===== src/shared/sbt_regs.svh =====
/*
  Constants for the boundary-scan test port: widths, cell positions,
  instruction codes, capture patterns, reset values and identity code.
  Assumes inclusion by the package, the design modules and the testbench.
*/
`ifndef SBT_REGS_SVH
`define SBT_REGS_SVH

// ==========================================================
// Register widths
`define SBT_IR_W 3
`define SBT_ID_W 32
`define SBT_BSR_LEN 64

// ==========================================================
// Boundary cell positions
`define SBT_OE_CELL 47

// ==========================================================
// Instruction codes
`define SBT_OP_EXTEST 3'h0
`define SBT_OP_IDCODE 3'h1
`define SBT_OP_SAMPLE_Z 3'h2
`define SBT_OP_RSVD_3 3'h3
`define SBT_OP_SAMPLE 3'h4
`define SBT_OP_RSVD_5 3'h5
`define SBT_OP_RSVD_6 3'h6
`define SBT_OP_BYPASS 3'h7

// ==========================================================
// Capture patterns and reset values
`define SBT_IR_CAPTURE 3'h1
`define SBT_BYPASS_CAPTURE 1'h0
`define SBT_TMS_IDLE 1'h1
`define SBT_TDI_IDLE 1'h1
`define SBT_TLR_CLKS 5

// Identity code: arbitrary value, bit 0 set as scan convention asks
`define SBT_IDCODE 32'h0ABCD0F1

`endif


===== src/shared/sbt_pkg.sv =====
/*
  Types for the boundary-scan test port: controller states,
  instructions, scan paths and the pin carriers.
  Assumes sbt_regs.svh is on the include path.
*/
`include "sbt_regs.svh"

package sbt_pkg;

  // ========================================================
  // Controller states, standard encoding
  typedef enum logic [3:0] {
    SBT_EX2DR = 4'h0,
    SBT_EX1DR = 4'h1,
    SBT_SHDR = 4'h2,
    SBT_PDR = 4'h3,
    SBT_SELIR = 4'h4,
    SBT_UPDR = 4'h5,
    SBT_CAPDR = 4'h6,
    SBT_SELDR = 4'h7,
    SBT_EX2IR = 4'h8,
    SBT_EX1IR = 4'h9,
    SBT_SHIR = 4'hA,
    SBT_PIR = 4'hB,
    SBT_RTI = 4'hC,
    SBT_UPIR = 4'hD,
    SBT_CAPIR = 4'hE,
    SBT_TLR = 4'hF
  } sbt_tap_state_t;

  // ========================================================
  // Instructions, all eight codes named
  typedef enum logic [`SBT_IR_W-1:0] {
    SBT_EXTEST = `SBT_OP_EXTEST,
    SBT_IDCODE = `SBT_OP_IDCODE,
    SBT_SAMPLE_Z = `SBT_OP_SAMPLE_Z,
    SBT_RSVD_3 = `SBT_OP_RSVD_3,
    SBT_SAMPLE = `SBT_OP_SAMPLE,
    SBT_RSVD_5 = `SBT_OP_RSVD_5,
    SBT_RSVD_6 = `SBT_OP_RSVD_6,
    SBT_BYPASS = `SBT_OP_BYPASS
  } sbt_instr_t;

  // ========================================================
  // Scan path between serial in and serial out
  typedef enum logic [1:0] {
    SBT_PATH_BSR = 2'h0,
    SBT_PATH_ID = 2'h1,
    SBT_PATH_BYP = 2'h2
  } sbt_path_t;

  // ========================================================
  // Pin carriers
  typedef struct packed {
    logic tck;
    logic tms;
    logic tdi;
  } sbt_pins_t;

  typedef struct packed {
    logic tdo;
    logic tdo_oe_n;
  } sbt_tdo_t;

endpackage : sbt_pkg


===== src/verilog/sbt_tap.sv =====
/*
  Boundary-scan test access port: controller, instruction, bypass,
  identity and boundary registers, with serial out on the falling
  test-clock edge. Test clock and pins are sampled by the system clock,
  which must run well above twice the test-clock rate.
  Assumes the pad ring pulls mode-select and data-in high and turns
  tdo_oe_n into the pin's enable; memory logic reads the ring outputs.
*/
`timescale 1ns/1ps
`default_nettype none

`include "sbt_regs.svh"

module sbt_tap
  import sbt_pkg::*;
#(
  parameter int BSR_LEN = `SBT_BSR_LEN,
  parameter int OE_CELL = `SBT_OE_CELL,
  parameter logic [`SBT_ID_W-1:0] IDCODE = `SBT_IDCODE,
  parameter logic [BSR_LEN-1:0] NC_MASK = '0
) (
  // Clock, reset, enable
  input wire logic clock,
  input wire logic rst,
  input wire logic ce,
  // Test pins
  input wire sbt_pins_t pins,
  output sbt_tdo_t tdo_pin,
  // Boundary ring
  input wire logic [BSR_LEN-1:0] ring_in,
  output logic [BSR_LEN-1:0] ring_out,
  output logic test_drive,
  output logic q_bus_hiz,
  // Status
  output sbt_tap_state_t tap_state,
  output sbt_instr_t instr
);

  localparam int IR_W = `SBT_IR_W;
  localparam int ID_W = `SBT_ID_W;

  // ========================================================
  // Parameter checks
  generate
    if (BSR_LEN < 2 || OE_CELL < 0 || OE_CELL >= BSR_LEN) begin : g_bad
      $error("sbt_tap: enable cell outside boundary chain");
    end
  endgenerate

  // ========================================================
  // State
  typedef struct packed {
    logic tck_q;
    sbt_tap_state_t st;
    sbt_instr_t ir;
    logic [IR_W-1:0] ir_sh;
    logic byp;
    logic [ID_W-1:0] id_sh;
    logic [BSR_LEN-1:0] bsr_sh;
    logic [BSR_LEN-1:0] bsr_upd;
    logic tdo;
    logic tdo_oe_n;
  } sbt_tap_st_t;

  // Enable cell set, every other latch clear
  localparam logic [BSR_LEN-1:0] OE_ONE =
    {{(BSR_LEN-1){1'h0}}, 1'h1} << OE_CELL;

  localparam sbt_tap_st_t RST_ST = '{
    tck_q: 1'h0,
    st: SBT_TLR,
    ir: SBT_IDCODE,
    ir_sh: `SBT_IR_CAPTURE,
    byp: `SBT_BYPASS_CAPTURE,
    id_sh: '0,
    bsr_sh: '0,
    bsr_upd: OE_ONE,
    tdo: 1'h0,
    tdo_oe_n: 1'h1
  };

  sbt_tap_st_t r;
  sbt_tap_st_t next_r;

  // ========================================================
  // Functions

  // Standard controller transitions on one rising edge
  function automatic sbt_tap_state_t tap_next(
    input sbt_tap_state_t s,
    input logic tms
  );
    unique case (s)
      SBT_TLR: tap_next = tms ? SBT_TLR : SBT_RTI;
      SBT_RTI: tap_next = tms ? SBT_SELDR : SBT_RTI;
      SBT_SELDR: tap_next = tms ? SBT_SELIR : SBT_CAPDR;
      SBT_CAPDR: tap_next = tms ? SBT_EX1DR : SBT_SHDR;
      SBT_SHDR: tap_next = tms ? SBT_EX1DR : SBT_SHDR;
      SBT_EX1DR: tap_next = tms ? SBT_UPDR : SBT_PDR;
      SBT_PDR: tap_next = tms ? SBT_EX2DR : SBT_PDR;
      SBT_EX2DR: tap_next = tms ? SBT_UPDR : SBT_SHDR;
      SBT_UPDR: tap_next = tms ? SBT_SELDR : SBT_RTI;
      SBT_SELIR: tap_next = tms ? SBT_TLR : SBT_CAPIR;
      SBT_CAPIR: tap_next = tms ? SBT_EX1IR : SBT_SHIR;
      SBT_SHIR: tap_next = tms ? SBT_EX1IR : SBT_SHIR;
      SBT_EX1IR: tap_next = tms ? SBT_UPIR : SBT_PIR;
      SBT_PIR: tap_next = tms ? SBT_EX2IR : SBT_PIR;
      SBT_EX2IR: tap_next = tms ? SBT_UPIR : SBT_SHIR;
      SBT_UPIR: tap_next = tms ? SBT_SELDR : SBT_RTI;
    endcase
  endfunction : tap_next

  // Data path chosen by the current instruction
  function automatic sbt_path_t path_of(input sbt_instr_t i);
    unique case (i)
      SBT_EXTEST,
      SBT_SAMPLE,
      SBT_SAMPLE_Z: path_of = SBT_PATH_BSR;
      SBT_IDCODE: path_of = SBT_PATH_ID;
      // Reserved codes fall back to the shortest path
      SBT_RSVD_3,
      SBT_RSVD_5,
      SBT_RSVD_6,
      SBT_BYPASS: path_of = SBT_PATH_BYP;
    endcase
  endfunction : path_of

  // ========================================================
  // Input synchronisers

  sbt_pins_t syn;
  logic [BSR_LEN-1:0] ring_syn;

  sbt_sync #(
    .W(3),
    .RST_VAL({1'h0, `SBT_TMS_IDLE, `SBT_TDI_IDLE})
  ) u_pin_sync (
    .clock(clock),
    .rst(rst),
    .ce(ce),
    .d(pins),
    .q(syn)
  );

  // Ring values come from the fast memory domain
  sbt_sync #(
    .W(BSR_LEN),
    .RST_VAL('0)
  ) u_ring_sync (
    .clock(clock),
    .rst(rst),
    .ce(ce),
    .d(ring_in),
    .q(ring_syn)
  );

  // ========================================================
  // Test-clock edge detection

  logic tck_rise;
  logic tck_fall;
  sbt_path_t path;

  // Edges seen only on enabled system clocks
  assign tck_rise = ce && syn.tck && !r.tck_q;
  assign tck_fall = ce && !syn.tck && r.tck_q;
  assign path = path_of(r.ir);

  // ========================================================
  // Next-state logic
  always_comb begin
    next_r = r;
    if (ce) begin
      next_r.tck_q = syn.tck;
    end

    if (tck_rise) begin
      next_r.st = tap_next(r.st, syn.tms);

      if (r.st == SBT_CAPIR) begin
        next_r.ir_sh = `SBT_IR_CAPTURE;
      end

      // in at MSB, out at LSB
      if (r.st == SBT_SHIR) begin
        next_r.ir_sh = {syn.tdi, r.ir_sh[IR_W-1:1]};
      end

      if (r.st == SBT_UPIR) begin
        next_r.ir = sbt_instr_t'(r.ir_sh);
      end

      // Capture into the selected data register
      if (r.st == SBT_CAPDR) begin
        unique case (path)
          SBT_PATH_BSR: next_r.bsr_sh = ring_syn & ~NC_MASK;
          SBT_PATH_ID: next_r.id_sh = IDCODE;
          SBT_PATH_BYP: next_r.byp = `SBT_BYPASS_CAPTURE;
          default: next_r.byp = `SBT_BYPASS_CAPTURE;
        endcase
      end

      if (r.st == SBT_SHDR) begin
        unique case (path)
          SBT_PATH_BSR:
            next_r.bsr_sh = {syn.tdi, r.bsr_sh[BSR_LEN-1:1]};
          SBT_PATH_ID:
            next_r.id_sh = {syn.tdi, r.id_sh[ID_W-1:1]};
          SBT_PATH_BYP: next_r.byp = syn.tdi;
          default: next_r.byp = syn.tdi;
        endcase
      end

      // Preload latches follow the chain at Update-DR
      if (r.st == SBT_UPDR && path == SBT_PATH_BSR) begin
        next_r.bsr_upd = r.bsr_sh;
      end

      if (next_r.st == SBT_TLR) begin
        next_r.ir = SBT_IDCODE;
        next_r.bsr_upd[OE_CELL] = 1'h1;
      end
    end

    // serial out moves on the fall
    if (tck_fall) begin
      next_r.tdo_oe_n = !(r.st == SBT_SHDR || r.st == SBT_SHIR);
      if (r.st == SBT_SHIR) begin
        next_r.tdo = r.ir_sh[0];
      end else begin
        unique case (path)
          SBT_PATH_BSR: next_r.tdo = r.bsr_sh[0];
          SBT_PATH_ID: next_r.tdo = r.id_sh[0];
          SBT_PATH_BYP: next_r.tdo = r.byp;
          default: next_r.tdo = r.byp;
        endcase
      end
    end
  end

  // ========================================================
  // State register
  // power-up leaves serial out undriven
  always_ff @(posedge clock or posedge rst) begin
    if (rst) begin
      r <= RST_ST;
    end else begin
      r <= next_r;
    end
  end

  // ========================================================
  // Outputs

  // Serial out pin straight from flops
  assign tdo_pin = '{tdo: r.tdo,
                     tdo_oe_n: r.tdo_oe_n};

  assign ring_out = r.bsr_upd;
  assign test_drive = (r.ir == SBT_EXTEST);

  // memory only sees ring controls, idle after reset
  assign q_bus_hiz = (r.ir == SBT_SAMPLE_Z) ||
                     (r.ir == SBT_EXTEST && !r.bsr_upd[OE_CELL]);

  // Status for debug
  assign tap_state = r.st;
  assign instr = r.ir;

endmodule : sbt_tap

`default_nettype wire


===== src/verilog/sbt_sync.sv =====
/*
  Two-stage level synchroniser with a reset value per instance.
  Assumes the caller reads only q; stage one feeds stage two alone.
*/
`timescale 1ns/1ps
`default_nettype none

module sbt_sync #(
  parameter int W = 1,
  parameter logic [W-1:0] RST_VAL = '0
) (
  // Clock, reset, enable
  input wire logic clock,
  input wire logic rst,
  input wire logic ce,
  // Data
  input wire logic [W-1:0] d,
  output logic [W-1:0] q
);

  // ========================================================
  // State
  typedef struct packed {
    logic [W-1:0] s1;
    logic [W-1:0] s2;
  } sbt_sync_st_t;

  sbt_sync_st_t r;
  sbt_sync_st_t next_r;

  // Shift one stage per enabled clock
  always_comb begin
    next_r = r;
    if (ce) begin
      next_r.s1 = d;
      next_r.s2 = r.s1;
    end
  end

  // Register, reset to the instance's RST_VAL
  always_ff @(posedge clock or posedge rst) begin
    if (rst) begin
      r <= {RST_VAL, RST_VAL};
    end else begin
      r <= next_r;
    end
  end

  assign q = r.s2;

endmodule : sbt_sync

`default_nettype wire


===== config.mk =====
export PLATFORM = sky130hd
export DESIGN_NAME = sbt_tap
export DESIGN_NICKNAME = d
export VERILOG_FILES = /design/src/shared/sbt_pkg.sv /design/src/verilog/sbt_tap.sv /design/src/verilog/sbt_sync.sv
export VERILOG_INCLUDE_DIRS = /design/src /design/src/shared
export SDC_FILE = /design/constraint.sdc
export NUM_CORES = 1
export LEC_CHECK = 0
export BUFFER_PORTS_ARGS = -buffer_cell sky130_fd_sc_hd__buf_2
export CORE_AREA = 2 2 160 202
export DETAILED_ROUTE_END_ITERATION = 6
export DIE_AREA = 0 0 162 204
export HOLD_SLACK_MARGIN = 0.06
export MAX_ROUTING_LAYER = met4
export REMOVE_ABC_BUFFERS = 1
export SLEW_MARGIN = 15
export SYNTH_ARGS = -nofsm -noshare
export SYNTH_HDL_FRONTEND = slang
export SYNTH_SLANG_ARGS = --single-unit

===== constraint.sdc =====
create_clock -name clock -period 11.2 [get_ports clock]
set_clock_uncertainty 0.2 [all_clocks]
set_input_delay 2.24 -clock clock [delete_from_list [all_inputs] [get_ports clock]]
set_output_delay 2.24 -clock clock [all_outputs]
set_load 0.05 [all_outputs]

# [Yosys cells after proc, flatten, opt, wreduce, memory -nomap -nowiden]
# Memories as Yosys holds them, arrays and structs flattened.
# Cells that the tools add are included.
[word_totals] mem_bits_rw=0 latch_bits=0 memories=1 regBits=308 input_bits=70 romBits=16
[memory_table] name="(no name shown)" words=8 word_bits=2 read_ports=1 rd_ports_with_merged_regs=0 wr=0 line_no="sbt_tap.sv:115" rtl="unique case (i)"
[classes] n_addsub=0 div_mod_pow=0 reduce_logical=26 n_mul=0 n_eq_ne=18 magnitude_cmp=0 shifts=0 n_mux=30 bitwise=0
[ops] operator="$mux 97" n=2
[ops] operator="$mux 64" n=2
[ops] operator="$mux 32" n=2
[ops] operator="$mux 48" n=1
[ops] operator="$pmux 4 s12" n=1
[ops] operator="$eq 4x4->1 const B" n=9
[ops] operator="$mux 3" n=8
[ops] operator="$eq 4x3->1 const B" n=4
[ops] operator="$mux 2" n=6
[ops] operator="$eq 4x2->1 const B" n=2
[ops] operator="$mux 4" n=2
[ops] operator="$reduce_and 2->1" n=4
[ops] operator="$logic_and 1x1->1" n=6
[ops] operator="$reduce_bool 2->1" n=3
[ops] operator="$reduce_or 2->1" n=3
[ops] operator="$mux 1" n=5
[ops] operator="$eq 4x1->1 const B" n=1
[ops] operator="$logic_not 1->1" n=4
[ops] operator="$logic_not 4->1" n=1
[ops] operator="$eq 3x2->1 const B" n=1
[ops] operator="$logic_not 3->1" n=1
[ops] operator="$reduce_or 3->1" n=1
[ops] operator="$eq 2x1->1 const B" n=1
[ops] operator="$logic_not 2->1" n=1
[ops] operator="2 further kinds" n=3

# [Longest topological paths before layout]
[logic_depth] depth_word=7 mapped_depth=8 depth_no_buf=4

# [Modules after synthesis]
# Synthesis repeated with hierarchy kept, for this count alone.
[hier_totals] cells_unflattened=1155 hier_area_um2=14368.8
[modules_own_cells] module="sbt_tap" cells_per_inst=803 instances=1 area_each_um2=8779.7 seq_area_each_um2=4364.2
[modules_own_cells] module="sbt_sync at u_ring_sync" cells_per_inst=335 instances=1 area_each_um2=5306.3 seq_area_each_um2=3203.1
[modules_own_cells] module="sbt_sync at u_pin_sync" cells_per_inst=17 instances=1 area_each_um2=282.8 seq_area_each_um2=155.1

# [Least setup slack after synthesis]
# No wires, ideal clock.
[synth_path] kind="reg2out" from="reg r, in the netlist instr[2]" to="out q_bus_hiz" arrival_time_ns=1.612 required_time_ns=8.760 slack_ns=7.148 path_stages_with_launch=2 path_cell_list="dfrtp_1 -> a211oi_1"
[synth_between] elab_chain_cells=3 word_cells_on_any_way=4 classes_between="eq/ne: 1; reduce/logical: 3"
[synth_lines] element="start: declaration" line_no="sbt_tap.sv:82" rtl="sbt_tap_st_t r;"
[synth_lines] element="start signal: assignment" line_no="sbt_tap.sv:248" rtl="r <= next_r;"
[synth_lines] element="$logic_not 3->1" line_no="sbt_tap.sv:264" rtl="(r.ir == SBT_EXTEST && !r.bsr_upd[OE_CELL]);"
[synth_lines] element="$logic_and 1x1->1" line_no="sbt_tap.sv:264"
[synth_lines] element="$logic_or 1x1->1 *" line_no="sbt_tap.sv:263" rtl="assign q_bus_hiz = (r.ir == SBT_SAMPLE_Z) ||"
[synth_lines] element="end: declaration" line_no="sbt_tap.sv:33" rtl="output logic q_bus_hiz,"
# Mark *: on every way between the ends. The rest lies on a longest branch, timed or not.

# [Final worst setup path]
[layout_path] from="in ce" to="reg r, in the netlist ring_out[63]"
[layout_between] elab_chain_cells=3
[layout_lines] element="start: declaration" line_no="sbt_tap.sv:25" rtl="input wire logic ce,"
[layout_lines] element="$logic_and 1x1->1 (2 in a row)" line_no="sbt_tap.sv:165" rtl="assign tck_rise = ce && syn.tck && !r.tck_q;"
[layout_lines] element="$reduce_and 2->1 (no source line)"
# No other way between the ends.
# A chain may end at the register's enable or synchronous reset.

==> impl_metrics.json <==
{
  "synthCells": 1002,
  "busiest_layer": "met2",
  "setup_ws_ns": 6.50,
  "dr.pass1.iters": 6,
  "synth_edf_count": 0,
  "yosys_warnings": 0,
  "max_freq_ghz": 0.213,
  "fin_crit_ns": 4.70,
  "die_w_um": 162,
  "holdPathStages": 2,
  "die_area_um2": 33000,
  "grt_pass1_wl_um": 40000,
  "drtIter0Drc": 331,
  "drc": 0,
  "htree_levels": 1,
  "cts-root-buf": "clkbuf_16",
  "gp_congestion": 0.762,
  "die_y_um": 204,
  "nFillCells": 2837,
  "grt_setup_unrepaired": "no",
  "insertion_delay_ns": 0.57,
  "via_count": 7276,
  "finalMaxSlewViolations": 0,
  "min_to": "tdo_pin[0]$_DFFE_PP1P_",
  "netlist.area_leader.share_pct": 56.0,
  "ys_seq_area_share_pct": 58.4,
  "nets": 1124,
  "grt_max_degree": 151,
  "yosysMostFrequentCell": "dfrtp_1",
  "r2r_end": "ring_out[63]$_DFFE_PP0P_",
  "path_max_fanout": 66,
  "ctsHoldBuffers": 0,
  "ioPinCount": 145,
  "status": "finished, final reports clean",
  "hold_class": "reg2reg",
  "areaGrowthSynthToFinish_pct": 11.2,
  "end_kind": "flop",
  "io_buffers": 144,
  "avgSynthCellArea_um2": 13.2,
  "synth_area_um2": 13200,
  "path_clk_slew_ns": 0.06,
  "layout-drive-gt1-share_pct": 38.9,
  "async_flop_share_pct": 100,
  "grt_pass1_vias": 7513,
  "hp-start": "tdo_pin[0]$_DFFE_PP1P_",
  "r2r_slack_ns": 7.65,
  "grt_use_met3_pct": 2.62,
  "pwr_density_cell_nw_per_um2": 193,
  "cap_viol_max_count": 0,
  "peakVddDrop_mv": 0.137,
  "yosys.area.top_type": "dfrtp_1",
  "tns_ns": 0,
  "setup_viol": 0,
  "antenna_found_initial": 3,
  "track_usage_pct": 15.4,
  "synthTopCellsByCount": "dfrtp_1, mux2_2, nand2_1, o21ai_0, buf_4",
  "tightest_slew_ns": 1.04,
  "cts-resized-gates": 0,
  "final_cells": 1493,
  "ant_nets": 0,
  "synth_ff_type": "dfrtp_1",
  "hold_viol": 0,
  "cts_tree": "built",
  "viasPerCell": 4.87,
  "ys_ff_latch": 308,
  "synthTopCellsByArea": "dfrtp_1, mux2_2, mux2_4, mux2i_1, buf_4",
  "reg2reg_depth": 4,
  "globalRouteMet1Util_pct": 20.5,
  "cp_data_required_time_ns": 11.44,
  "routed_wl_um": 23900,
  "slew_headroom_pct": 30.8,
  "clock_path_buffers": 3,
  "fp.coreArea_um2": 31200,
  "reg2reg_from": "tap_state[2]$_DFFE_PP1P_",
  "power_mw": 2.84,
  "synthDistinctLibCells": 43,
  "cts_setup_buffers": 0,
  "dpl_worst_slack_ns": 5.90,
  "worstPathArrival_ns": 4.94,
  "grtUsageMet2_pct": 24.3,
  "crit_type": "in2reg",
  "row_count": 73,
  "p_leak_nw": 6.74,
  "cts_sinks": 308,
  "cts_buffers": 31,
  "cp-start-kind": "input port",
  "routedWlPerCell_um": 16.0,
  "grt-ovfl-total": 0,
  "start_util_pct": 42.4,
  "post-dp-hpwl_um": 14500,
  "place_inst": 1433,
  "min_period_over_period_pct": 41.9
}
per-layer routing:
metal	up-vias	part of all wire, %	routed length, um
li1	3484	-	-
met4	0	2.2	518
met3	31	4.3	1020
met2	126	48	11400
met1	3635	46	10900
met5	-	0	0
metrics by stage:
stage | utilization (%) | hold slack (ns) | cell area, um^2
2_1_floorplan | - | 0.250 | 12300
3_3_place_gp | 43.5 | 0.263 | 13600
3_5_place_dp | 43.5 | 0.271 | 13600
4_1_cts | 47.1 | 0.281 | 14700
5_1_grt | 47.1 | 0.312 | 14700
6_report | 47.1 | 0.275 | 14700
state kept, by name (all words and copies together) (netlist names), 3 cells and up:
register       flops
r                101
ring_out          64
u_ring_sync.q     64
u_ring_sync.r     64
tap_state          4
instr              3
u_pin_sync.q       3
u_pin_sync.r       3
worst max-delay path by stage:
stage               from                        to  cells after the start
global route          ce  ring_out[63]$_DFFE_PP0P_                      5
CTS                   ce  ring_out[60]$_DFFE_PP0P_                      5
floorplan            rst      instr[1]$_DFFE_PP0P_                      1
global placement      ce  ring_out[63]$_DFFE_PP0P_                      5
detailed placement    ce  ring_out[60]$_DFFE_PP0P_                      5
finish                ce  ring_out[63]$_DFFE_PP0P_                      5
layout make-up:
cell class | count | area (um^2) | area share, %
Antenna cell | 2 | 5.00 | 0.0340
Timing Repair Buffer | 151 | 783 | 5.32
Clock inverter | 13 | 226 | 1.54
Inverter | 4 | 22.5 | 0.153
Sequential cell | 308 | 7720 | 52.5
Tap cell | 412 | 515 | 3.50
Clock buffer | 45 | 898 | 6.11
Multi-Input combinational cell | 558 | 4540 | 30.8
where the power goes:
| part | internal [mW] | total, mW | switching, mW |
|---|---|---|---|
| clock | 0.695 | 1.13 | 0.431 |
| combinational | 0.170 | 0.371 | 0.201 |
| sequential | 1.25 | 1.35 | 0.103 |
| total | 2.11 | 2.84 | 0.735 |
cell families (layout without fill, tap and decap cells):
| logic type | count (synthesis) | after routing | synth area share [%] |
|---|---|---|---|
| flip-flops | 308 | 308 | 58.4 |
| multiplexers | 262 | 262 | 23.1 |
| AND/OR/NAND/NOR | 171 | 171 | 6.03 |
| buffers and inverters | 136 | 213 | 7.44 |
| AO/OA/AOI/OAI | 125 | 125 | 5.07 |
| other | 0 | 2 | 0 |
critical path, cell delays in order:
cell      delay (ns)
buf_6           0.45
nand4b_4        0.20
and4bb_4        0.81
buf_4           0.73
mux2_2          0.40
layout by cell type, fill, tap and decap left out, types with 2 or more instances in the layout:
cell type / netlist / final
a21oi_1: 7 / 7
a22o_1: 2 / 2
buf_2: 19 / 143
buf_4: 77 / 6
buf_6: 4 / 2
bufinv_16: 0 / 6
clkbuf_1: 23 / 7
clkbuf_16: 0 / 31
clkbuf_8: 0 / 7
clkinv_2: 0 / 4
dfrtp_1: 296 / 296
dfstp_2: 12 / 12
diode_2: 0 / 2
inv_1: 4 / 3
inv_6: 0 / 2
mux2_2: 149 / 149
mux2_4: 49 / 49
mux2i_1: 64 / 64
nand2_1: 108 / 108
nand2b_1: 19 / 19
nand3_1: 4 / 3
nand3b_1: 2 / 2
nor2_1: 21 / 21
nor2b_1: 2 / 2
nor3_1: 4 / 4
o211ai_1: 3 / 3
o21ai_0: 80 / 80
o21ai_1: 24 / 24
o31ai_1: 2 / 2
Note: power is estimated with default switching activity, not from simulation.
